[config.mk]
export PLATFORM = sky130hd
export DESIGN_NAME = dfc_regs
export DESIGN_NICKNAME = d
export VERILOG_FILES = /design/src/dfc_pkg.sv /design/src/dfc_sync2.sv /design/src/dfc_fifo_track.sv /design/src/dfc_regs.sv
export VERILOG_INCLUDE_DIRS = /design/src
export SDC_FILE = /design/constraint.sdc
export NUM_CORES = 1
export LEC_CHECK = 0
export ABC_AREA = 0
export BUFFER_PORTS_ARGS = -buffer_cell sky130_fd_sc_hd__buf_2
export CORE_UTILIZATION = 30
export DETAILED_ROUTE_END_ITERATION = 6
export MAX_ROUTING_LAYER = met4
export SYNTH_ARGS = -nofsm -noshare
export SYNTH_HDL_FRONTEND = slang
export SYNTH_SLANG_ARGS = --single-unit
[constraint.sdc]
create_clock -name i_clk -period 2.3 [get_ports i_clk]
set_input_delay 0.23 -clock i_clk [delete_from_list [all_inputs] [get_ports i_clk]]
set_output_delay 0.23 -clock i_clk [all_outputs]
set_load 0.02 [all_outputs]
[src/dfc_consts.svh]
// Summary of operation
// - data-lane high-level flag, bit 1, shows any lane above 1.7 V.
// - data-lane low-level flag, bit 0, shows any lane below 0.7 V.
// - two-bit capture clock delay: 350, 590, 800, 925 ps; resets to 00.
// - capture clock delay acts only on second silicon revision.
// - FIFO reset puts write pointer ahead of read by offset; resets to 4.
// - warning 1, bit 7, while pointers are within one entry.
// - warning 2, bit 6, while pointers are within two entries.
// - host writes 1 to bit 1 to request pointer realignment; resets 0.
// - acknowledge, bit 2, set once a serial-started FIFO reset aligned pointers.
// - FIFO fill reported as 8-bit thermometer code.
// - bit 7 bypasses premodulator, bit 5 bypasses NCO; both reset to 1.
// - bit 6 bypasses inverse sinc filter; resets to 1.
// - bit 2 bypasses phase compensation and dc offset; resets to 1.
// - bit 3 halves the NCO signal into the modulator; resets to 0.
// - bit 1 picks low-side image when 1, high-side when 0; resets 0.
// - bit 0 drops Q input, stops Q clocks, feeds I to both converters.
`ifndef DFC_CONSTS_SVH
`define DFC_CONSTS_SVH
`define DFC_ADDR_RX_STATUS  7'h15
`define DFC_ADDR_DATA_CLOCK_DELAY_SELECT  7'h16
`define DFC_ADDR_FIFO_PRE   7'h17
`define DFC_ADDR_FIFO_STAT  7'h18
`define DFC_ADDR_FIFO_LVL   7'h19
`define DFC_ADDR_DATAPATH   7'h1b
`define DFC_BIT_LANE_HI     1
`define DFC_BIT_LANE_LO     0
`define DFC_BIT_WARN1       7
`define DFC_BIT_WARN2       6
`define DFC_BIT_ALIGN_ACK   2
`define DFC_BIT_ALIGN_REQ   1
`define DFC_BIT_PREMOD      7
`define DFC_BIT_INV_SINC    6
`define DFC_BIT_NCO         5
`define DFC_BIT_NCO_GAIN    3
`define DFC_BIT_PHASE_DC    2
`define DFC_BIT_SIDEBAND    1
`define DFC_BIT_DUP_I       0
`define DFC_RST_DATA_CLOCK_DELAY_SELECT   2'h0
`define DFC_RST_FIFO_OFFS   3'h4
`define DFC_RST_DATAPATH    8'he4
`define DFC_MASK_DATAPATH   8'hef
`define DFC_DELAY_REV       4'h2
`endif

[src/dfc_pkg.sv]
package dfc_pkg;
  typedef logic [6:0]  dfc_addr_t;
  typedef logic [7:0]  dfc_byte_t;
  typedef logic [2:0]  dfc_ptr_t;
  typedef logic [13:0] dfc_sample_t;
  typedef enum logic [1:0] {
    DFC_SPI_IDLE,
    DFC_SPI_ADDR,
    DFC_SPI_DATA,
    DFC_SPI_DONE
  } dfc_spi_state_t;
endpackage : dfc_pkg

[src/dfc_sync2.sv]
`timescale 1ns/1ps
module dfc_sync2 #(
  parameter int W = 1
) (
  input  wire logic         i_clk,
  input  wire logic         i_reset,
  input  wire logic [W-1:0] i_async,
  output logic      [W-1:0] o_sync
);
  logic [W-1:0] meta_q;

  always_ff @(posedge i_clk) begin
    if (i_reset) begin
      meta_q <= '0;
      o_sync <= '0;
    end else begin
      meta_q <= i_async;
      o_sync <= meta_q;
    end
  end
endmodule : dfc_sync2

[src/dfc_fifo_track.sv]
`timescale 1ns/1ps
`include "dfc_consts.svh"
module dfc_fifo_track (
  input  wire logic              i_clk,
  input  wire logic              i_reset,
  input  wire logic              i_wr_adv,
  input  wire logic              i_rd_adv,
  input  wire logic              i_align,
  input  wire dfc_pkg::dfc_ptr_t i_offset,
  output dfc_pkg::dfc_ptr_t      o_wr_ptr,
  output dfc_pkg::dfc_ptr_t      o_rd_ptr,
  output logic                   o_warn1,
  output logic                   o_warn2,
  output dfc_pkg::dfc_byte_t     o_level,
  output logic                   o_aligned
);
  import dfc_pkg::*;

  dfc_ptr_t rd_next;
  dfc_ptr_t diff;

  function automatic dfc_byte_t therm(input dfc_ptr_t d);
    dfc_byte_t t;
    t = '0;
    for (int k = 0; k < 8; k++) begin
      t[k] = (k < int'(d));
    end
    return t;
  endfunction : therm

  assign rd_next = o_rd_ptr + dfc_ptr_t'(i_rd_adv);
  assign diff    = o_wr_ptr - o_rd_ptr;

  always_ff @(posedge i_clk) begin
    if (i_reset) begin
      o_rd_ptr <= '0;
      o_wr_ptr <= `DFC_RST_FIFO_OFFS;
    end else begin
      o_rd_ptr <= rd_next;
      if (i_align) begin
        o_wr_ptr <= rd_next + i_offset;
      end else begin
        o_wr_ptr <= o_wr_ptr + dfc_ptr_t'(i_wr_adv);
      end
    end
  end

  always_ff @(posedge i_clk) begin
    if (i_reset) begin
      o_warn1   <= 1'b0;
      o_warn2   <= 1'b0;
      o_level   <= '0;
      o_aligned <= 1'b0;
    end else begin
      o_warn1   <= (diff <= 3'h1) || (diff == 3'h7);
      o_warn2   <= (diff <= 3'h2) || (diff >= 3'h6);
      o_level   <= therm(diff);
      o_aligned <= i_align;
    end
  end

  a_align_offset: assert property (@(posedge i_clk) disable iff (i_reset)
    i_align |=> (o_wr_ptr - o_rd_ptr) == $past(i_offset))
    else $error("pointer gap after align differs from offset");
  a_warn_one: assert property (@(posedge i_clk) disable iff (i_reset)
    (o_wr_ptr == o_rd_ptr) |=> o_warn1 && o_warn2)
    else $error("warning flags missing with equal pointers");
  a_warn_two: assert property (@(posedge i_clk) disable iff (i_reset)
    (diff == 3'h2) |=> !o_warn1 && o_warn2)
    else $error("warning flags wrong at distance two");
  a_level_code: assert property (@(posedge i_clk) disable iff (i_reset)
    (diff == 3'h4) |=> o_level == 8'h0f)
    else $error("fill level code wrong at depth four");
endmodule : dfc_fifo_track

[src/dfc_regs.sv]
`timescale 1ns/1ps
`include "dfc_consts.svh"
module dfc_regs #(
  parameter logic [3:0] SILICON_REV = 4'h2
) (
  input  wire logic                 i_clk,
  input  wire logic                 i_reset,
  input  wire logic                 i_spi_cs_n,
  input  wire logic                 i_spi_sclk,
  input  wire logic                 i_spi_sdi,
  output logic                      o_spi_sdo,
  output logic                      o_spi_sdo_oe,
  input  wire logic                 i_lane_over_hi,
  input  wire logic                 i_lane_under_lo,
  input  wire logic                 i_fifo_wr_adv,
  input  wire logic                 i_fifo_rd_adv,
  input  wire logic                 i_ext_fifo_reset,
  output dfc_pkg::dfc_ptr_t         o_fifo_wr_ptr,
  output dfc_pkg::dfc_ptr_t         o_fifo_rd_ptr,
  output logic [1:0]                o_data_clock_delay_sel,
  output logic                      o_bypass_premod,
  output logic                      o_bypass_inv_sinc,
  output logic                      o_bypass_nco,
  output logic                      o_nco_half_gain,
  output logic                      o_bypass_phase_dc,
  output logic                      o_low_sideband,
  output logic                      o_duplicate_inphase_stream,
  output logic                      o_q_clock_en,
  input  wire dfc_pkg::dfc_sample_t i_i_sample,
  input  wire dfc_pkg::dfc_sample_t i_q_sample,
  output dfc_pkg::dfc_sample_t      o_i_sample,
  output dfc_pkg::dfc_sample_t      o_q_sample,
  input  wire logic [15:0]          i_nco_sample,
  output logic [15:0]               o_nco_sample
);
  import dfc_pkg::*;

  // pins from outside the clock domain
  logic [4:0]     pin_s;
  logic           s_cs_n;
  logic           s_sclk;
  logic           s_sdi;
  logic           lane_hi_s;
  logic           lane_lo_s;
  logic           sclk_q;
  logic           rise;
  logic           fall;

  dfc_spi_state_t state_q;
  logic [2:0]     cnt_q;
  dfc_byte_t      shift_q;
  logic           rw_q;
  dfc_addr_t      addr_q;
  dfc_byte_t      rd_shift_q;
  dfc_byte_t      rd_mux;
  logic           wr_stb_q;
  dfc_addr_t      wr_addr_q;
  dfc_byte_t      wr_data_q;

  logic [1:0]     dci_q;
  dfc_ptr_t       offset_q;
  dfc_byte_t      dp_q;
  logic           align_req_q;
  logic           align_ack_q;
  logic           soft_go_q;
  logic           req_write;
  logic           fifo_aligned;
  logic           warn1;
  logic           warn2;
  dfc_byte_t      level;

  // select enters inverted: flops reset to deselected, so no false frame after reset
  dfc_sync2 #(
    .W (5)
  ) u_sync (
    .i_clk   (i_clk),
    .i_reset (i_reset),
    .i_async ({~i_spi_cs_n, i_spi_sclk, i_spi_sdi, i_lane_over_hi, i_lane_under_lo}),
    .o_sync  (pin_s)
  );

  assign s_cs_n    = !pin_s[4];
  assign s_sclk    = pin_s[3];
  assign s_sdi     = pin_s[2];
  assign lane_hi_s = pin_s[1];
  assign lane_lo_s = pin_s[0];
  assign rise      = s_sclk && !sclk_q;
  assign fall      = !s_sclk && sclk_q;

  always_ff @(posedge i_clk) begin
    if (i_reset) begin
      sclk_q <= 1'b0;
    end else begin
      sclk_q <= s_sclk;
    end
  end

  // serial frame: r/w bit, 7 address bits, 8 data bits, msb first
  always_ff @(posedge i_clk) begin
    if (i_reset) begin
      state_q <= DFC_SPI_IDLE;
      cnt_q   <= '0;
      shift_q <= '0;
      rw_q    <= 1'b0;
      addr_q  <= '0;
    end else if (s_cs_n) begin
      state_q <= DFC_SPI_IDLE;
      cnt_q   <= '0;
    end else begin
      unique case (state_q)
        DFC_SPI_IDLE: begin
          state_q <= DFC_SPI_ADDR;
          cnt_q   <= '0;
        end
        DFC_SPI_ADDR: begin
          if (rise) begin
            shift_q <= {shift_q[6:0], s_sdi};
            cnt_q   <= cnt_q + 3'h1;
            if (cnt_q == 3'h7) begin
              rw_q    <= shift_q[6];
              addr_q  <= {shift_q[5:0], s_sdi};
              state_q <= DFC_SPI_DATA;
            end
          end
        end
        DFC_SPI_DATA: begin
          if (rise) begin
            shift_q <= {shift_q[6:0], s_sdi};
            cnt_q   <= cnt_q + 3'h1;
            if (cnt_q == 3'h7) begin
              state_q <= DFC_SPI_DONE;
            end
          end
        end
        DFC_SPI_DONE: begin
          state_q <= DFC_SPI_DONE;
        end
      endcase
    end
  end

  // write strobe one cycle after the last data bit is taken
  always_ff @(posedge i_clk) begin
    if (i_reset) begin
      wr_stb_q  <= 1'b0;
      wr_addr_q <= '0;
      wr_data_q <= '0;
    end else begin
      wr_stb_q  <= !s_cs_n && rise && (state_q == DFC_SPI_DATA) &&
                   (cnt_q == 3'h7) && !rw_q;
      wr_addr_q <= addr_q;
      wr_data_q <= {shift_q[6:0], s_sdi};
    end
  end

  // read data: cleared on the last address bit, loaded in the data phase until the first rise except on a fall, shifted on later falling edges
  always_ff @(posedge i_clk) begin
    if (i_reset) begin
      rd_shift_q <= '0;
    end else if (!s_cs_n && rise && state_q == DFC_SPI_ADDR && cnt_q == 3'h7) begin
      rd_shift_q <= '0;
    end else if (state_q == DFC_SPI_DATA && rw_q && cnt_q == 3'h0 && !fall) begin
      rd_shift_q <= rd_mux;
    end else if (fall && state_q == DFC_SPI_DATA && cnt_q != 3'h0) begin
      rd_shift_q <= {rd_shift_q[6:0], 1'b0};
    end
  end

  assign o_spi_sdo    = rd_shift_q[7];
  assign o_spi_sdo_oe = !s_cs_n && rw_q &&
                        (state_q == DFC_SPI_DATA || state_q == DFC_SPI_DONE);

  // reserved and unmapped bits read as zero
  always_comb begin
    rd_mux = '0;
    unique case (addr_q)
      `DFC_ADDR_RX_STATUS: begin
        rd_mux[`DFC_BIT_LANE_HI] = lane_hi_s;
        rd_mux[`DFC_BIT_LANE_LO] = lane_lo_s;
      end
      `DFC_ADDR_DATA_CLOCK_DELAY_SELECT: rd_mux[1:0] = dci_q;
      `DFC_ADDR_FIFO_PRE:  rd_mux[2:0] = offset_q;
      `DFC_ADDR_FIFO_STAT: begin
        rd_mux[`DFC_BIT_WARN1]     = warn1;
        rd_mux[`DFC_BIT_WARN2]     = warn2;
        rd_mux[`DFC_BIT_ALIGN_ACK] = align_ack_q;
        rd_mux[`DFC_BIT_ALIGN_REQ] = align_req_q;
      end
      `DFC_ADDR_FIFO_LVL:  rd_mux = level;
      `DFC_ADDR_DATAPATH:  rd_mux = dp_q;
      default:             rd_mux = '0;
    endcase
  end

  // writes to status and level addresses fall through untouched
  always_ff @(posedge i_clk) begin
    if (i_reset) begin
      dci_q    <= `DFC_RST_DATA_CLOCK_DELAY_SELECT;
      offset_q <= `DFC_RST_FIFO_OFFS;
      dp_q     <= `DFC_RST_DATAPATH;
    end else if (wr_stb_q) begin
      unique case (wr_addr_q)
        `DFC_ADDR_DATA_CLOCK_DELAY_SELECT: dci_q    <= wr_data_q[1:0];
        `DFC_ADDR_FIFO_PRE:  offset_q <= wr_data_q[2:0];
        `DFC_ADDR_DATAPATH:  dp_q     <= wr_data_q & `DFC_MASK_DATAPATH;
        default: ;
      endcase
    end
  end

  assign req_write = wr_stb_q && wr_addr_q == `DFC_ADDR_FIFO_STAT &&
                     wr_data_q[`DFC_BIT_ALIGN_REQ];

  // request clears itself once the pointers are realigned
  always_ff @(posedge i_clk) begin
    if (i_reset) begin
      align_req_q <= 1'b0;
      soft_go_q   <= 1'b0;
    end else begin
      soft_go_q <= req_write;
      if (req_write) begin
        align_req_q <= 1'b1;
      end else if (fifo_aligned) begin
        align_req_q <= 1'b0;
      end
    end
  end

  // a fresh request clears the old ack; completion wins on a tie
  always_ff @(posedge i_clk) begin
    if (i_reset) begin
      align_ack_q <= 1'b0;
    end else if (fifo_aligned && align_req_q) begin
      align_ack_q <= 1'b1;
    end else if (req_write) begin
      align_ack_q <= 1'b0;
    end
  end

  dfc_fifo_track u_track (
    .i_clk     (i_clk),
    .i_reset   (i_reset),
    .i_wr_adv  (i_fifo_wr_adv),
    .i_rd_adv  (i_fifo_rd_adv),
    .i_align   (soft_go_q || i_ext_fifo_reset),
    .i_offset  (offset_q),
    .o_wr_ptr  (o_fifo_wr_ptr),
    .o_rd_ptr  (o_fifo_rd_ptr),
    .o_warn1   (warn1),
    .o_warn2   (warn2),
    .o_level   (level),
    .o_aligned (fifo_aligned)
  );

  // older silicon keeps the shortest delay whatever is written
  assign o_data_clock_delay_sel = (SILICON_REV == `DFC_DELAY_REV) ? dci_q
                                : `DFC_RST_DATA_CLOCK_DELAY_SELECT;

  assign o_bypass_premod            = dp_q[`DFC_BIT_PREMOD];
  assign o_bypass_nco               = dp_q[`DFC_BIT_NCO];
  assign o_bypass_inv_sinc          = dp_q[`DFC_BIT_INV_SINC];
  assign o_bypass_phase_dc          = dp_q[`DFC_BIT_PHASE_DC];
  assign o_nco_half_gain            = dp_q[`DFC_BIT_NCO_GAIN];
  assign o_low_sideband             = dp_q[`DFC_BIT_SIDEBAND];
  assign o_duplicate_inphase_stream = dp_q[`DFC_BIT_DUP_I];
  assign o_q_clock_en               = !dp_q[`DFC_BIT_DUP_I];

  // sample stage: Q input is dropped while duplicating I
  always_ff @(posedge i_clk) begin
    if (i_reset) begin
      o_i_sample <= '0;
      o_q_sample <= '0;
    end else begin
      o_i_sample <= i_i_sample;
      o_q_sample <= dp_q[`DFC_BIT_DUP_I] ? i_i_sample : i_q_sample;
    end
  end

  // arithmetic halving keeps the sign of the nco word
  always_ff @(posedge i_clk) begin
    if (i_reset) begin
      o_nco_sample <= '0;
    end else if (dp_q[`DFC_BIT_NCO_GAIN]) begin
      o_nco_sample <= {i_nco_sample[15], i_nco_sample[15:1]};
    end else begin
      o_nco_sample <= i_nco_sample;
    end
  end

  a_dp_reset_val: assert property (@(posedge i_clk)
    $past(i_reset) && !i_reset |-> o_bypass_premod && o_bypass_nco &&
      o_bypass_inv_sinc && o_bypass_phase_dc && !o_nco_half_gain &&
      !o_low_sideband && !o_duplicate_inphase_stream)
    else $error("datapath bits not at reset values");
  a_sinc_write: assert property (@(posedge i_clk) disable iff (i_reset)
    wr_stb_q && wr_addr_q == `DFC_ADDR_DATAPATH |=>
      o_bypass_inv_sinc == $past(wr_data_q[6]) &&
      o_bypass_phase_dc == $past(wr_data_q[2]))
    else $error("bypass bits did not follow the write");
  a_premod_write: assert property (@(posedge i_clk) disable iff (i_reset)
    wr_stb_q && wr_addr_q == `DFC_ADDR_DATAPATH |=>
      o_bypass_premod == $past(wr_data_q[7]) && o_bypass_nco == $past(wr_data_q[5]))
    else $error("premodulator or nco bypass did not follow the write");
  a_sideband_wr: assert property (@(posedge i_clk) disable iff (i_reset)
    wr_stb_q && wr_addr_q == `DFC_ADDR_DATAPATH |=>
      o_low_sideband == $past(wr_data_q[1]))
    else $error("sideband select did not follow the write");
  a_nco_scale: assert property (@(posedge i_clk) disable iff (i_reset)
    o_nco_half_gain ##1 $stable(o_nco_half_gain) |->
      o_nco_sample == {$past(i_nco_sample[15]), $past(i_nco_sample[15:1])})
    else $error("nco word not halved");
  a_dup_stream: assert property (@(posedge i_clk) disable iff (i_reset)
    o_duplicate_inphase_stream |=> o_q_sample == $past(i_i_sample) ||
      !$past(o_duplicate_inphase_stream, 1))
    else $error("Q converter not fed from I stream");
  a_delay_gate: assert property (@(posedge i_clk) disable iff (i_reset)
    wr_stb_q && wr_addr_q == `DFC_ADDR_DATA_CLOCK_DELAY_SELECT |=>
      o_data_clock_delay_sel == ((SILICON_REV == `DFC_DELAY_REV) ?
        $past(wr_data_q[1:0]) : 2'h0))
    else $error("capture delay select wrong after write");
  a_offset_write: assert property (@(posedge i_clk) disable iff (i_reset)
    wr_stb_q && wr_addr_q == `DFC_ADDR_FIFO_PRE |=> offset_q == $past(wr_data_q[2:0]))
    else $error("pointer offset did not follow the write");
  a_align_done: assert property (@(posedge i_clk) disable iff (i_reset)
    req_write |=> align_req_q ##2 !align_req_q && align_ack_q)
    else $error("soft align not completed and acknowledged");
  a_ack_clear: assert property (@(posedge i_clk) disable iff (i_reset)
    req_write && !(fifo_aligned && align_req_q) |=> !align_ack_q)
    else $error("new align request did not clear the acknowledge");
  a_ro_write: assert property (@(posedge i_clk) disable iff (i_reset)
    wr_stb_q && wr_addr_q == `DFC_ADDR_FIFO_LVL |=>
      $stable(dci_q) && $stable(offset_q) && $stable(dp_q))
    else $error("write to level register changed a setting");
  a_rsvd_zero: assert property (@(posedge i_clk) disable iff (i_reset)
    addr_q == `DFC_ADDR_FIFO_PRE |-> rd_mux[7:3] == 5'h00)
    else $error("reserved bits read non-zero");
  a_lane_flag: assert property (@(posedge i_clk) disable iff (i_reset)
    addr_q == `DFC_ADDR_RX_STATUS |-> rd_mux[1:0] == {lane_hi_s, lane_lo_s})
    else $error("lane level flags not reported");

  c_soft_align: cover property (@(posedge i_clk) disable iff (i_reset)
    req_write ##3 align_ack_q);
  c_read_frame: cover property (@(posedge i_clk) disable iff (i_reset)
    o_spi_sdo_oe ##1 s_cs_n);
  c_dup_mode: cover property (@(posedge i_clk) disable iff (i_reset)
    o_duplicate_inphase_stream && !o_q_clock_en);
  c_ext_align: cover property (@(posedge i_clk) disable iff (i_reset)
    i_ext_fifo_reset ##1 fifo_aligned);
endmodule : dfc_regs

# Yosys cells after proc, flatten, opt, wreduce, memory -nomap -nowiden
# Index checks and enable logic that the tools add are counted.
[word_totals] inputBits=54 ff_bits=131 word_cells=130 output_inout_bits=62
[op_classes] n_bitwise=2 magnitude_cmp=10 n_addsub=5 reduce_logical=44 muxes=21 n_eq_ne=20
[op_table] operator="7-bit by 5-bit == test with 1-bit output (second input constant)" count=10
[op_table] operator="1-bit logical AND" count=18
[op_table] operator="8-bit 2-to-1 mux" count=2
[op_table] operator="15-bit 2-to-1 mux" count=1
[op_table] operator="14-bit 2-to-1 mux" count=1
[op_table] operator="3-bit one-hot mux with 2 select lines" count=2
[op_table] operator="3-bit < comparator (first input constant)" count=3
[op_table] operator="2-bit 2-to-1 mux" count=4
[op_table] operator="2-bit inequality test (second input constant)" count=4
[op_table] operator="2-bit one-hot mux with 4 select lines" count=1
[op_table] operator="2-bit AND reduction" count=4
[op_table] operator="4-bit AND reduction" count=2
[op_table] operator="2-bit nonzero test" count=4
[op_table] operator="3-bit by 1-bit adder with 3-bit output" count=2
[op_table] operator="3-bit == test (second input constant)" count=2
[op_table] operator="1-bit by 3-bit < comparator with 1-bit output (first input constant)" count=2
[op_table] operator="2-bit by 3-bit < comparator with 1-bit output (first input constant)" count=2
[op_table] operator="3-bit 2-to-1 mux" count=2
[op_table] operator="1-bit one-hot mux with 6 select lines" count=1
[op_table] operator="2-bit one-hot mux with 3 select lines" count=1
[op_table] operator="2-bit OR reduction" count=3
[op_table] operator="1-bit logical NOT" count=5
[op_table] operator="1-bit one-hot mux with 5 select lines" count=1
[op_table] operator="2-bit == test (second input constant)" count=2
[op_table] operator="16 further kinds" count=23

# Depth between registers and ports, before layout
# Gate-level depths: netlist of run 1.
[logic_depth] depth_word=6 depth_mapped=9 depth_no_buf=9

# By module
# Synthesis of run 1 repeated with hierarchy kept, for this count alone.
[unflattened] hier_cells=489 area_unflattened_um2=4981.0
[by_module_without_submodules] module="dfc_regs" area_each_um2=4031.4 instances=1 cells_each=403 seq_area_each_um2=2062.0
[by_module_without_submodules] module="dfc_fifo_track" area_each_um2=686.9 instances=1 cells_each=66 seq_area_each_um2=320.3
[by_module_without_submodules] module="dfc_sync2" area_each_um2=262.8 instances=1 cells_each=20 seq_area_each_um2=200.2

# Worst setup path after synthesis of run 1
# No wires, ideal clock.
[synth_path] path_kind="flip-flop to flip-flop" start="register u_track.o_rd_ptr[0]" end="register u_track.o_wr_ptr[2]" setup_ns=0.120 period_less_slack_ns=1.932 path_stages_with_launch=8 path_buffers=0 setup_slack_ns=0.368 required_ns=2.180 t_arrival_ns=1.812 cell_sequence="dfxtp_1 ha_1 ha_1 inv_1 fa_1 xnor2_1 xnor2_1 a211o_1"
[synth_between] elab_chain_cells=3
[synth_rtl] element="start, declared" line_no="dfc_fifo_track.sv:11" rtl="output dfc_pkg::dfc_ptr_t o_rd_ptr,"
[synth_rtl] element="start signal, assigned" line_no="dfc_fifo_track.sv:39" rtl="o_rd_ptr <= rd_next;"
[synth_rtl] element="3-bit by 1-bit adder with 3-bit output" line_no="dfc_fifo_track.sv:31" rtl="assign rd_next = o_rd_ptr + dfc_ptr_t'(i_rd_adv);"
[synth_rtl] element="net u_track.rd_next[1]" line_no="dfc_fifo_track.sv:19" rtl="dfc_ptr_t rd_next;"
[synth_rtl] element="3-bit adder" line_no="dfc_fifo_track.sv:41" rtl="o_wr_ptr <= rd_next + i_offset;"
[synth_rtl] element="3-bit 2-to-1 mux" line_no="dfc_fifo_track.sv:40" rtl="if (i_align) begin"
[synth_rtl] element="end signal, assigned" line_no="dfc_fifo_track.sv:37" rtl="o_wr_ptr <= `DFC_RST_FIFO_OFFS;"
[synth_rtl] element="end signal, assigned" line_no="dfc_fifo_track.sv:41"
[synth_rtl] element="end signal, assigned" line_no="dfc_fifo_track.sv:43" rtl="o_wr_ptr <= o_wr_ptr + dfc_ptr_t'(i_wr_adv);"
[synth_rtl] element="end, declared" line_no="dfc_fifo_track.sv:10" rtl="output dfc_pkg::dfc_ptr_t o_wr_ptr,"
# The timed path passes the listed nets, and every way through them passes these cells.
# A chain may end at the register's enable or synchronous reset.

# Worst setup path in the final report of run 1
[layout_path] start="register state_q[0]" end="output port o_spi_sdo_oe"
[layout_between] elab_chain_cells=3 elab_cells_between_ends=4 cone_classes="2 x eq/ne; 2 x reduce/logical"
[layout_rtl] element="start, declared" line_no="dfc_regs.sv:49" rtl="dfc_spi_state_t state_q;"
[layout_rtl] element="start signal, assigned" line_no="dfc_regs.sv:101" rtl="state_q <= DFC_SPI_IDLE;"
[layout_rtl] element="start signal, assigned" line_no="dfc_regs.sv:107" rtl="state_q <= DFC_SPI_IDLE;"
[layout_rtl] element="start signal, assigned" line_no="dfc_regs.sv:112" rtl="state_q <= DFC_SPI_ADDR;"
[layout_rtl] element="2-bit == test" line_no="dfc_regs.sv:171" rtl="(state_q == DFC_SPI_DATA || state_q == DFC_SPI_DONE);"
[layout_rtl] element="1-bit logical OR (*)" line_no="dfc_regs.sv:171"
[layout_rtl] element="1-bit logical AND (*)" line_no="dfc_regs.sv:170" rtl="assign o_spi_sdo_oe = !s_cs_n && rw_q &&"
[layout_rtl] element="end, declared" line_no="dfc_regs.sv:12" rtl="output logic o_spi_sdo_oe,"
# Mark *: on every way between the ends. The rest lies on a longest branch, timed or not.

==> results of run 1 <==
-- power by group through the flow --
| stage | clock network [mW] | logic [mW] | registers, mW |
|---|---|---|---|
| finish | 2.77 | 0.377 | 2.36 |
| global route | 2.93 | 0.424 | 2.36 |
| CTS | 2.83 | 0.382 | 2.36 |
| detailed placement | 0 | 0.379 | 2.41 |
| global placement | 0 | 0.370 | 2.40 |
| floorplan | 0 | 0.168 | 2.46 |
-- flip-flops by register name, indices dropped and copies added, names as in the netlist, 2 cells and up --
signal	flops
o_q_sample	14
o_data_clock_delay_sel	2
cnt_q	3
shift_q	7
rd_shift_q	8
u_track.o_level	7
o_nco_sample	16
wr_data_q	7
state_q	2
addr_q	7
dp_q	7
u_track.o_wr_ptr	3
u_sync.meta_q	5
u_sync.o_sync	5
offset_q	3
u_track.o_rd_ptr	3
o_i_sample	14
wr_addr_q	7
-- final cells by class --
cell class / count / area share (%)
Inverter: 15 / 0.879
Sequential cell: 129 / 40.3
Clock buffer: 20 / 7.13
Timing Repair Buffer: 124 / 10.3
Tap cell: 216 / 4.22
Clock inverter: 12 / 2.44
Multi-Input combinational cell: 321 / 34.7
-- worst max-delay path, delay by kind of cell (launching register included) --
kind / cells / cell delay, ps
buf+inv: 2 / 270
flops: 1 / 410
compound gates: 1 / 260
fa+ha+maj: 1 / 320
-- kinds of logic after synthesis --
logic type                 Yosys count  synth area share, %
adders and majority gates           17                 4.58
xor gates and xnor gates             7                 1.23
buffers and inverters               40                 3.27
DFF                                129                 52.0
and+or+nand+nor                    189                 20.6
muxes                               50                 10.1
AOI/OAI and AO/OA                   58                 8.16
-- metrics by stage --
step / setup WS [ps] / power (mW)
3_5_place_dp: 364 / 2.78
4_1_cts: 378 / 5.57
5_1_grt: 201 / 5.71
6_report: 388 / 5.50
3_3_place_gp: 383 / 2.77
2_1_floorplan: 368 / 2.63
-- placed cells by master (no fill, tap or decap), types with 3 or more instances in the layout --
master and count:
nand2b_1 7, clkbuf_16 17, buf_4 8, o31ai_1 4
mux2_2 3, ha_1 15, xnor2_1 6, nor2_1 65
clkinv_2 3, nor4_1 3, buf_2 114, nand3b_1 5
clkinv_4 4, a211oi_1 4, nand4_1 5, mux2i_1 47
nor3_1 3, bufinv_16 3, nor2b_1 50, nand3_1 10
inv_1 15, a31oi_1 3, nand2_1 23, dfxtp_1 129
a211o_1 7, a21oi_1 19, o21a_1 3, a22oi_1 3
-- final timing paths --
path,slack (ps),endpoint,depth (start not counted)
setup / recovery,390,o_spi_sdo_oe,4
hold / removal,20,u_sync.meta_q[2]$_SDFF_PP0_,2
setup reg to reg,400,u_track.o_wr_ptr[2]$_SDFF_PP1_,7
hold reg to reg,430,u_sync.o_sync[4]$_SDFF_PP0_,1
-- layer usage --
layer	part of all wire, %	vias to the layer above
met3	3.9	16
met5	0	-
met4	1.7	0
met1	45	1754
met2	49	87
li1	-	1907
==> run summary, run 1 <==
Worst-Margin Slew - 555 ps
Met1 Track Usage GR - 17.2%
Placed insts - 804
Setup crit start - state_q[0]$_SDFFE_PP0P_
Hold Startpoint - i_spi_sdi
Status - finished clean
Drt drc - 0
Final Instance Area - 0.00641 sq mm
Worst path slowest cell - dfxtp_1
Avg Cell Area, Syn - 10.1 sq um
Maxcap violations - 0
Grt ovf - 0
Global placement routability congestion - 0.850
Cells along the critical path - inv_1 > ha_1 > o211a_1 > buf_2
Synth area leader - dfxtp_1
Register bit total from synthesis - 129
CP Capture Type - output pin
Setup TNS - 0 ps
Root Driver - clkbuf_16
Main flop type after synthesis - dfxtp_1
Die Span Y - 131 um
Number of I/O port buffers - 115
First-pass GRT wire length - 17700 um
Clk sinks - 129
CP Launch Type - flop
Final cycle utilization of the critical path - 83.1%
Final core utilization - 40.0%
HP Class - input port to flop
Worst EP arrival - 1680 ps
Clk pwr share - 50.3%
Vias - 3764
DR WL/cell - 13.8 um
Unrepaired setup endpoints after global routing - no
Async SR Flop Fraction - 0%
Syn nets - 561
Ranking of synthesized cells by area - dfxtp_1 52%, mux2i_1 9.5%, nor2b_1 6.3%
Inserted Diodes - 0
Clock Skew - 7.56 ps
Vias in the first global route - 3587
Count leader, synth - dfxtp_1
Slew HR - 62.9%
Worst skew pair latency - 410 ps
Hold buffer count at CTS - 1
Library cells used by synthesis - 55
Starting DRT DRC Count - 175
Req. time, crit path - 2070 ps
Switching Share - 22.9%
WL final - 11600 um
Via density - 4.50
GRT Max-Usage Layer - met2
Met3 usage - 4.19%
Largest net degree at the start of global routing - 113
Seq. cell area - 0.00258 sq mm
Reg clk slew, reported paths - 60 ps
Setup Fix Bufs, Post-CTS - 0
# rows - 46
Pwr Density - 859 mW/mm^2
P_sw - 1.26 mW
Comb pwr share - 6.8%
Initial core utilization - 31.1%
Max FO, Critical Path - 9
Worst path max stage delay - 410 ps
Post-Syn Area - 0.00497 sq mm
Count of pins over their slew limit - 0
CTS HTree Levels - 4
DR pass1 iterations - 4
Most instantiated cells after synthesis - 129 x dfxtp_1, 65 x nor2_1, 50 x nor2b_1, 47 x mux2i_1, 23 x nand2_1
Nets - 679
Area Overhead vs Synth - 28.9%
Int Pwr - 4.24 mW
Cells after Synth - 490
Sequential fraction of design power - 42.8%
CTS tree - yes
Hold WS - 21.0 ps
Sequential-to-total area share from yosys stat - 52.0%
Die width - 131 um
Synth top area share - 52.0%
Hpwl dp - 8310 um
Initial antenna violation count - 0
Core Box Area - 0.0160 sq mm
Setup Viol. Count Final - 0
Reg2Reg Launch Point - u_track.o_rd_ptr[0]$_SDFF_PP0_
Global-route usage over all layers - 14.2%
GR Util met2 - 21.7%
Final hold viol count - 0
Number of synthesized flops with an enable pin - 0
FILL cells - 1655
Final non-filler cell total - 837
CTS Buf Count - 17
Fmax - 523 MHz
Clk buf depth - 2
Critical path class - flop to output pin
Antenna-violating nets left - 0
Max VDD drop - 635 uV
Yosys synthesis warning count - 0
Period minus WS final - 1910 ps
Placed inst area - 0.00578 sq mm
Multi-input gate area - 0.00222 sq mm
Leak Pwr - 2.67 nW
Total Die Area - 0.0171 sq mm
Share of post-route cells with drive strength above 1 - 26.7%
Post-CTS Resized - 0
Total I/O pin count - 116
Power figures use the tool's default switching activity.
==> run 2: changes to the inputs <==
clock period = 1.7 ns   (was 2.3 ns; I/O delays follow)
==> run summary, run 2 (synthesis results as in run 1) <==
Status - complete, but fails checks (was finished clean)
Violated checks - negative setup slack
Number of I/O port buffers - 115 (unchanged)
CP dominant cell by count - ha_4
DR pass1 iterations - 4 (unchanged)
Unrepaired setup endpoints after global routing - yes (was no)
Core Box Area - 0.0160 sq mm (unchanged)
Initial antenna violation count - 0 (unchanged)
CTS tree - yes (unchanged)
# rows - 46 (unchanged)
Total Die Area - 0.0171 sq mm (unchanged)
Maxcap violations - 0 (unchanged)
Most frequent cells in the layout - 126 x dfxtp_1, 114 x buf_2, 65 x nor2_1 (was 129 x dfxtp_1, 114 x buf_2, 65 x nor2_1)
Worst skew pair latency - 410 ps (about the same)
WL final - 12000 um (was 11600 um)
Area Overhead vs Synth - 43.0% (was 28.9%)
Reg2reg path depth - 7 (unchanged)
Final cycle utilization of the critical path - 106%
Placed insts - 817 (was 804)
CTS Buf Count - 17 (unchanged)
First-pass GRT wire length - 19500 um (was 17700 um)
Final Instance Area - 0.00711 sq mm (was 0.00641 sq mm)
Critical path class - flop to flop (was flop to output pin)
Total I/O pin count - 116 (unchanged)
Final non-filler cell total - 893 (was 837)
Initial core utilization - 31.1% (unchanged)
Clk buf depth - 2 (unchanged)
Req. time, crit path - 2000 ps (was 2070 ps)
Placed inst area - 0.00595 sq mm (was 0.00578 sq mm)
Hold Startpoint - i_nco_sample[5] (was i_spi_sdi)
Inserted Diodes - 0 (unchanged)
Slew HR - 68.8% (was 62.9%)
Reg2reg end - u_track.o_wr_ptr[2]$_SDFF_PP1_ (unchanged)
Drt drc - 0 (unchanged)
Final core utilization - 44.4% (was 40.0%)
Pwr Density - 1100 mW/mm^2 (was 859 mW/mm^2)
Via density - 4.52 (was 4.50)
Cells along the critical path - ha_4 > ha_4 > inv_2 > fa_2 > xnor2_2 > xnor2_1 > a211o_1 (was inv_1 > ha_1 > o211a_1 > buf_2)
Hpwl dp - 8010 um (was 8310 um)
Count of pins over their slew limit - 0 (unchanged)
Die Span Y - 131 um (unchanged)
R2r setup slk - -90 ps (was 400 ps)
Antenna-violating nets left - 0 (unchanged)
Top reg by flops - o_nco_sample (unchanged)
CP Launch Type - flop (unchanged)
CTS HTree Levels - 4 (unchanged)
Share of post-route cells with drive strength above 1 - 29.7% (was 26.7%)
Regs by FF count - o_nco_sample (16), o_i_sample (14), o_q_sample (14) (unchanged)
Fmax - 557 MHz
Worst path max stage delay - 360 ps (was 410 ps)
Setup TNS - -114 ps (was 0 ps)
Global-route usage over all layers - 15.4% (was 14.2%)
Period minus WS final - 1790 ps
Final hold viol count - 0 (unchanged)
Reg clk slew, reported paths - 60 ps (about the same)
Reg2Reg Launch Point - u_track.o_rd_ptr[0]$_SDFF_PP0_ (unchanged)
HP Class - input port to flop (unchanged)
Clk sinks - 129 (unchanged)
Setup Viol. Count Final - 2 (was 0)
Setup ws final - -94.3 ps (was 388 ps)
Clock Skew - 7.76 ps (was 7.56 ps)
Max FO, Critical Path - 3 (was 9)
DR WL/cell - 13.5 um (was 13.8 um)
Nets - 735 (was 679)
Max VDD drop - 639 uV (was 635 uV)
Worst EP arrival - 2100 ps (was 1680 ps)
Commonest non-fill, non-tap cell in the layout - dfxtp_1 (unchanged)
Starting DRT DRC Count - 148 (was 175)
Vias in the first global route - 4015 (was 3587)
Largest net degree at the start of global routing - 49 (was 113)
Global placement routability congestion - 0.813 (was 0.850)
Root Driver - clkbuf_16 (unchanged)
Place WS - -96.0 ps (was 364 ps)
Worst path slowest cell - dfxtp_4 (was dfxtp_1)
Die width - 131 um (unchanged)
CP Capture Type - flop (was output pin)
Grt ovf - 0 (unchanged)
Hold depth - 3 (was 2)
Worst-Margin Slew - 468 ps (was 555 ps)
Vias - 4036 (was 3764)
Max reg flops - 16 (unchanged)
Leak Pwr - 2.98 nW (was 2.67 nW)
WHS Endpoint - o_nco_sample[4]$_SDFF_PP0_ (was u_sync.meta_q[2]$_SDFF_PP0_)
## run 2: cell types whose count changed in the layout (fill, tap and decap cells not counted), sizes merged
| cell | delta |
|---|---|
| bufinv | +2 |
| dlygate4sd3 | +42 |
| clkinvlp | +2 |
| clkbuf | -1 |
| clkinv | -3 |
| buf | +14 |
## run 2: timing repair
action,4_1_cts,5_1_grt
hold buffers,43,0
cloned,0,0
gates resized for setup,0,14
pin swaps,1,3
buffers inserted,0,1
endpoints found under the hold margin,39,0
endpoints found under the setup margin,3,24
## run 2: per-stage QoR
stage / hold slack, ps / power, mW
floorplan: 237 / 3.58
global placement: 337 / 3.78
detailed placement: 333 / 3.79
CTS: 2.38 / 7.86
global route: 14.3 / 8.09
finish: 16.8 / 7.79
## run 2: how the worst max path moves through the flow
stage	start	to	slack [ps]	depth (start not counted)
3_3_place_gp	u_track.o_rd_ptr[0]$_SDFF_PP0_	u_track.o_wr_ptr[2]$_SDFF_PP1_	-50	7
4_1_cts	u_track.o_rd_ptr[0]$_SDFF_PP0_	u_track.o_wr_ptr[2]$_SDFF_PP1_	-110	7
3_5_place_dp	u_track.o_rd_ptr[0]$_SDFF_PP0_	u_track.o_wr_ptr[2]$_SDFF_PP1_	-100	7
2_1_floorplan	u_track.o_rd_ptr[0]$_SDFF_PP0_	u_track.o_wr_ptr[2]$_SDFF_PP1_	-60	7
5_1_grt	u_track.o_rd_ptr[0]$_SDFF_PP0_	u_track.o_wr_ptr[2]$_SDFF_PP1_	-150	7
6_report	u_track.o_rd_ptr[0]$_SDFF_PP0_	u_track.o_wr_ptr[2]$_SDFF_PP1_	-90	7
## run 2: power breakdown
part           internal [mW]  switching (mW)  leakage [nW]
Clock                   2.64            1.33         0.310
Sequential              3.14          0.0477          1.06
Combinational          0.305           0.328          1.61
## run 2: cell type report
class                   instances  area, sq um
multi-input cells             321         2350
flip-flops and latches        129         2590
clock buffers                  19          443
fillers                      1558         8890
well taps                     216          270
clock inverters                13          209
repair buffers                180         1190
inverters                      15         56.3
## run 2: worst max-delay path, delay by kind of cell, from the launching register on
kind / cells / cell delay, ps
fa+ha+maj: 3 / 760
flops: 1 / 360
xor+xnor: 2 / 280
compound gates: 1 / 260
buf+inv: 1 / 30
## run 2: metal layers
layer  routed length, um  GRT usage (%)
met1                5440           18.4
met2                5810           24.1
met3                 587           4.48
met4                 188           6.42
met5                   0              -
==> run 3: changes to the inputs <==
SYNTH_HIERARCHICAL = 1   (was not set)
==> run summary, run 3 <==
Initial antenna violation count - 0 (unchanged)
Top reg by flops - o_nco_sample (unchanged)
# rows - 46 (unchanged)
Mux cell area share after synthesis - 10.4% (was 10.1%)
Async SR Flop Fraction - 0% (unchanged)
Yosys synthesis warning count - 6 (was 0)
Status - complete, but fails checks (unchanged)
Main flop type after synthesis - dfxtp_1 (unchanged)
Worst EP arrival - 2060 ps (was 2100 ps)
Core Box Area - 0.0161 sq mm (was 0.0160 sq mm)
Post-Syn Area - 0.00498 sq mm (was 0.00497 sq mm)
First-pass GRT wire length - 18700 um (was 19500 um)
Cells along the critical path - ha_4 > ha_4 > inv_2 > fa_2 > xnor2_2 > xnor2_1 > a211o_1 (unchanged)
R2r setup slk - -60 ps (was -90 ps)
Clock Skew - 7.15 ps (was 7.76 ps)
Cells after Synth - 489 (was 490)
Initial core utilization - 31.0% (was 31.1%)
Grt ovf - 0 (unchanged)
Sequential-to-total area share from yosys stat - 51.8% (was 52.0%)
Library cells used by synthesis - 53 (was 55)
Final core utilization - 45.1% (was 44.4%)
Met1 Track Usage GR - 16.6% (was 18.4%)
CP delay by family, top - adder cells (unchanged)
Setup Viol. Count Final - 2 (unchanged)
Regs by FF count - o_nco_sample (16), o_i_sample (14), o_q_sample (14) (unchanged)
Total I/O pin count - 116 (unchanged)
CTS tree - yes (unchanged)
Die Span Y - 131 um (about the same)
DR pass1 iterations - 4 (unchanged)
Avg Cell Area, Syn - 10.2 sq um (was 10.1 sq um)
Starting DRT DRC Count - 188 (was 148)
Final cycle utilization of the critical path - 103% (was 106%)
Hpwl dp - 8270 um (was 8010 um)
Met3 usage - 4.80% (was 4.48%)
Placed insts - 823 (was 817)
CTS Buf Count - 17 (unchanged)
Clk buf depth - 2 (unchanged)
CP dominant cell by count - ha_4 (unchanged)
Largest net degree at the start of global routing - 42 (was 49)
Most instantiated cells after synthesis - 129 x dfxtp_1, 60 x nor2_1, 55 x nor2b_1, 46 x mux2i_1, 20 x nand2_1 (was 129 x dfxtp_1, 65 x nor2_1, 50 x nor2b_1, 47 x mux2i_1, 23 x nand2_1)
Unrepaired setup endpoints after global routing - yes (unchanged)
Reg clk slew, reported paths - 50 ps (was 60 ps)
Post-Synth Adder-Cell Area - 4.57% (was 4.58%)
Setup ws final - -58.7 ps (was -94.3 ps)
Violated checks - negative setup slack (unchanged)
Global-route usage over all layers - 14.9% (was 15.4%)
Synth Area in XOR/XNOR - 1.51% (was 1.23%)
Maxcap violations - 0 (unchanged)
Worst skew pair latency - 410 ps (about the same)
Worst path max stage delay - 350 ps (was 360 ps)
Max FO, Critical Path - 2 (was 3)
Via density - 4.48 (was 4.52)
Pwr Density - 1050 mW/mm^2 (was 1100 mW/mm^2)
Nets - 752 (was 735)
Req. time, crit path - 2000 ps (about the same)
Antenna-violating nets left - 0 (unchanged)
Register bit total from synthesis - 129 (unchanged)
Largest family of logic cells by synthesized area - simple AND/OR/NAND/NOR gates (unchanged)
Vias - 4070 (was 4036)
GRT Max-Usage Layer - met2 (unchanged)
Synth top area share - 51.8% (was 52.0%)
FILL cells - 1534 (was 1558)
CTS HTree Levels - 4 (unchanged)
DR WL/cell - 13.2 um (was 13.5 um)
Tot Pwr - 7.64 mW (was 7.79 mW)
Die width - 131 um (about the same)
CP Launch Type - flop (unchanged)
Final hold viol count - 0 (unchanged)
Ranking of synthesized cells by area - dfxtp_1 52%, mux2i_1 9.2%, nor2b_1 6.9% (was dfxtp_1 52%, mux2i_1 9.5%, nor2b_1 6.3%)
Period minus WS final - 1760 ps (was 1790 ps)
HP Class - input port to flop (unchanged)
Hold WS - 13.2 ps (was 16.8 ps)
Fmax - 569 MHz (was 557 MHz)
Number of I/O port buffers - 115 (unchanged)
Critical path class - flop to flop (unchanged)
Slew HR - 66.5% (was 68.8%)
GR Util met2 - 24.8% (was 24.1%)
CP Capture Type - flop (unchanged)
Synth Area in Compound Gates - 8.26% (was 8.16%)
Share of post-route cells with drive strength above 1 - 30.6% (was 29.7%)
Count of pins over their slew limit - 0 (unchanged)
WL final - 12000 um (about the same)
Count leader, synth - dfxtp_1 (unchanged)
Commonest non-fill, non-tap cell in the layout - dfxtp_1 (unchanged)
Inserted Diodes - 0 (unchanged)
Simple-Gate Fraction of Synth Area - 19.9% (was 20.6%)
Drt drc - 0 (unchanged)
Worst path bufs/invs - 1 (unchanged)
Total Die Area - 0.0171 sq mm (about the same)
Final non-filler cell total - 909 (was 893)
Area Overhead vs Synth - 45.5% (was 43.0%)
Most frequent cells in the layout - 124 x dfxtp_1, 113 x buf_2, 60 x nor2_1 (was 126 x dfxtp_1, 114 x buf_2, 65 x nor2_1)
Root Driver - clkbuf_16 (unchanged)
Max reg flops - 16 (unchanged)
Synth area leader - dfxtp_1 (unchanged)
Number of synthesized flops with an enable pin - 0 (unchanged)
Syn nets - 560 (was 561)
Vias in the first global route - 4019 (was 4015)
Worst path slowest cell - dfxtp_4 (unchanged)
Global placement routability congestion - 0.828 (was 0.813)
Worst-Margin Slew - 502 ps (was 468 ps)
Max VDD drop - 706 uV (was 639 uV)
Clk sinks - 129 (unchanged)
Leak Pwr - 2.98 nW (about the same)
## run 3: area by class of cell
class / instances / area (sq um) / area share (%)
clock buffer: 21 / 460 / 6.35
clock inverter: 10 / 159 / 2.19
inverter: 18 / 67.6 / 0.932
multi-input combinational: 318 / 2350 / 32.5
sequential: 129 / 2590 / 35.8
tap: 216 / 270 / 3.73
timing repair buffer: 197 / 1350 / 18.6
## run 3: routing by layer
| metal | vias up | share of wire [%] |
|---|---|---|
| met5 | - | 0 |
| met4 | 0 | 1.5 |
| met3 | 13 | 3.4 |
| met2 | 83 | 50 |
| met1 | 1934 | 45 |
| li1 | 2040 | - |
## run 3: worst register-to-register path, delay by kind of cell (launching register included)
| family | cells | cell delay (ps) |
|---|---|---|
| compound gates | 1 | 250 |
| xor+xnor | 2 | 270 |
| flops | 1 | 350 |
| fa+ha+maj | 3 | 750 |
| buf+inv | 1 | 40 |
## run 3: metrics by stage
step           setup WS [ps]  TNS [ps]  cell area (sq um)
6_report               -58.7     -66.9               7250
5_1_grt                 -111      -239               7250
4_1_cts                -66.8     -66.8               7180
3_5_place_dp           -59.4      -111               6010
3_3_place_gp           -43.9     -43.9               6010
2_1_floorplan          -62.8     -62.8               5060
## run 3: logic make-up (layout without fill, tap and decap cells)
kind of cell | after synthesis | in the layout
simple gates | 182 | 182
flops | 129 | 129
compound gates | 60 | 60
mux | 51 | 51
buf+inv | 42 | 246
fa+ha+maj | 17 | 17
xor+xnor | 7 | 7
other cells | 1 | 1
## run 3: timing repair
action | 4_1_cts | 5_1_grt
cloned | 0 | 0
hold endpoints to repair | 43 | 0
pin swaps | 5 | 3
setup endpoints to repair | 7 | 27
hold buffers | 53 | 0
buffers inserted | 1 | 1
resized for setup | 10 | 15
## run 3: power breakdown
| group | leakage [nW] | total (mW) | internal [mW] | switching (mW) |
|---|---|---|---|---|
| registers | 1.06 | 3.19 | 3.15 | 0.0480 |
| logic | 1.62 | 0.652 | 0.322 | 0.331 |
| clock network | 0.299 | 3.79 | 2.52 | 1.28 |
## run 3: final timing paths
check / startpoint / end / cells past startpoint
worst min-delay path: i_q_sample[11] / o_q_sample[11]$_SDFF_PP0_ / 3
worst max register to register: u_track/o_rd_ptr[0]$_SDFF_PP0_ / u_track/o_wr_ptr[2]$_SDFF_PP1_ / 7
worst min register to register: u_sync/meta_q[2]$_SDFF_PP0_ / u_sync/o_sync[2]$_SDFF_PP0_ / 1
worst max-delay path: u_track/o_rd_ptr[0]$_SDFF_PP0_ / u_track/o_wr_ptr[2]$_SDFF_PP1_ / 7
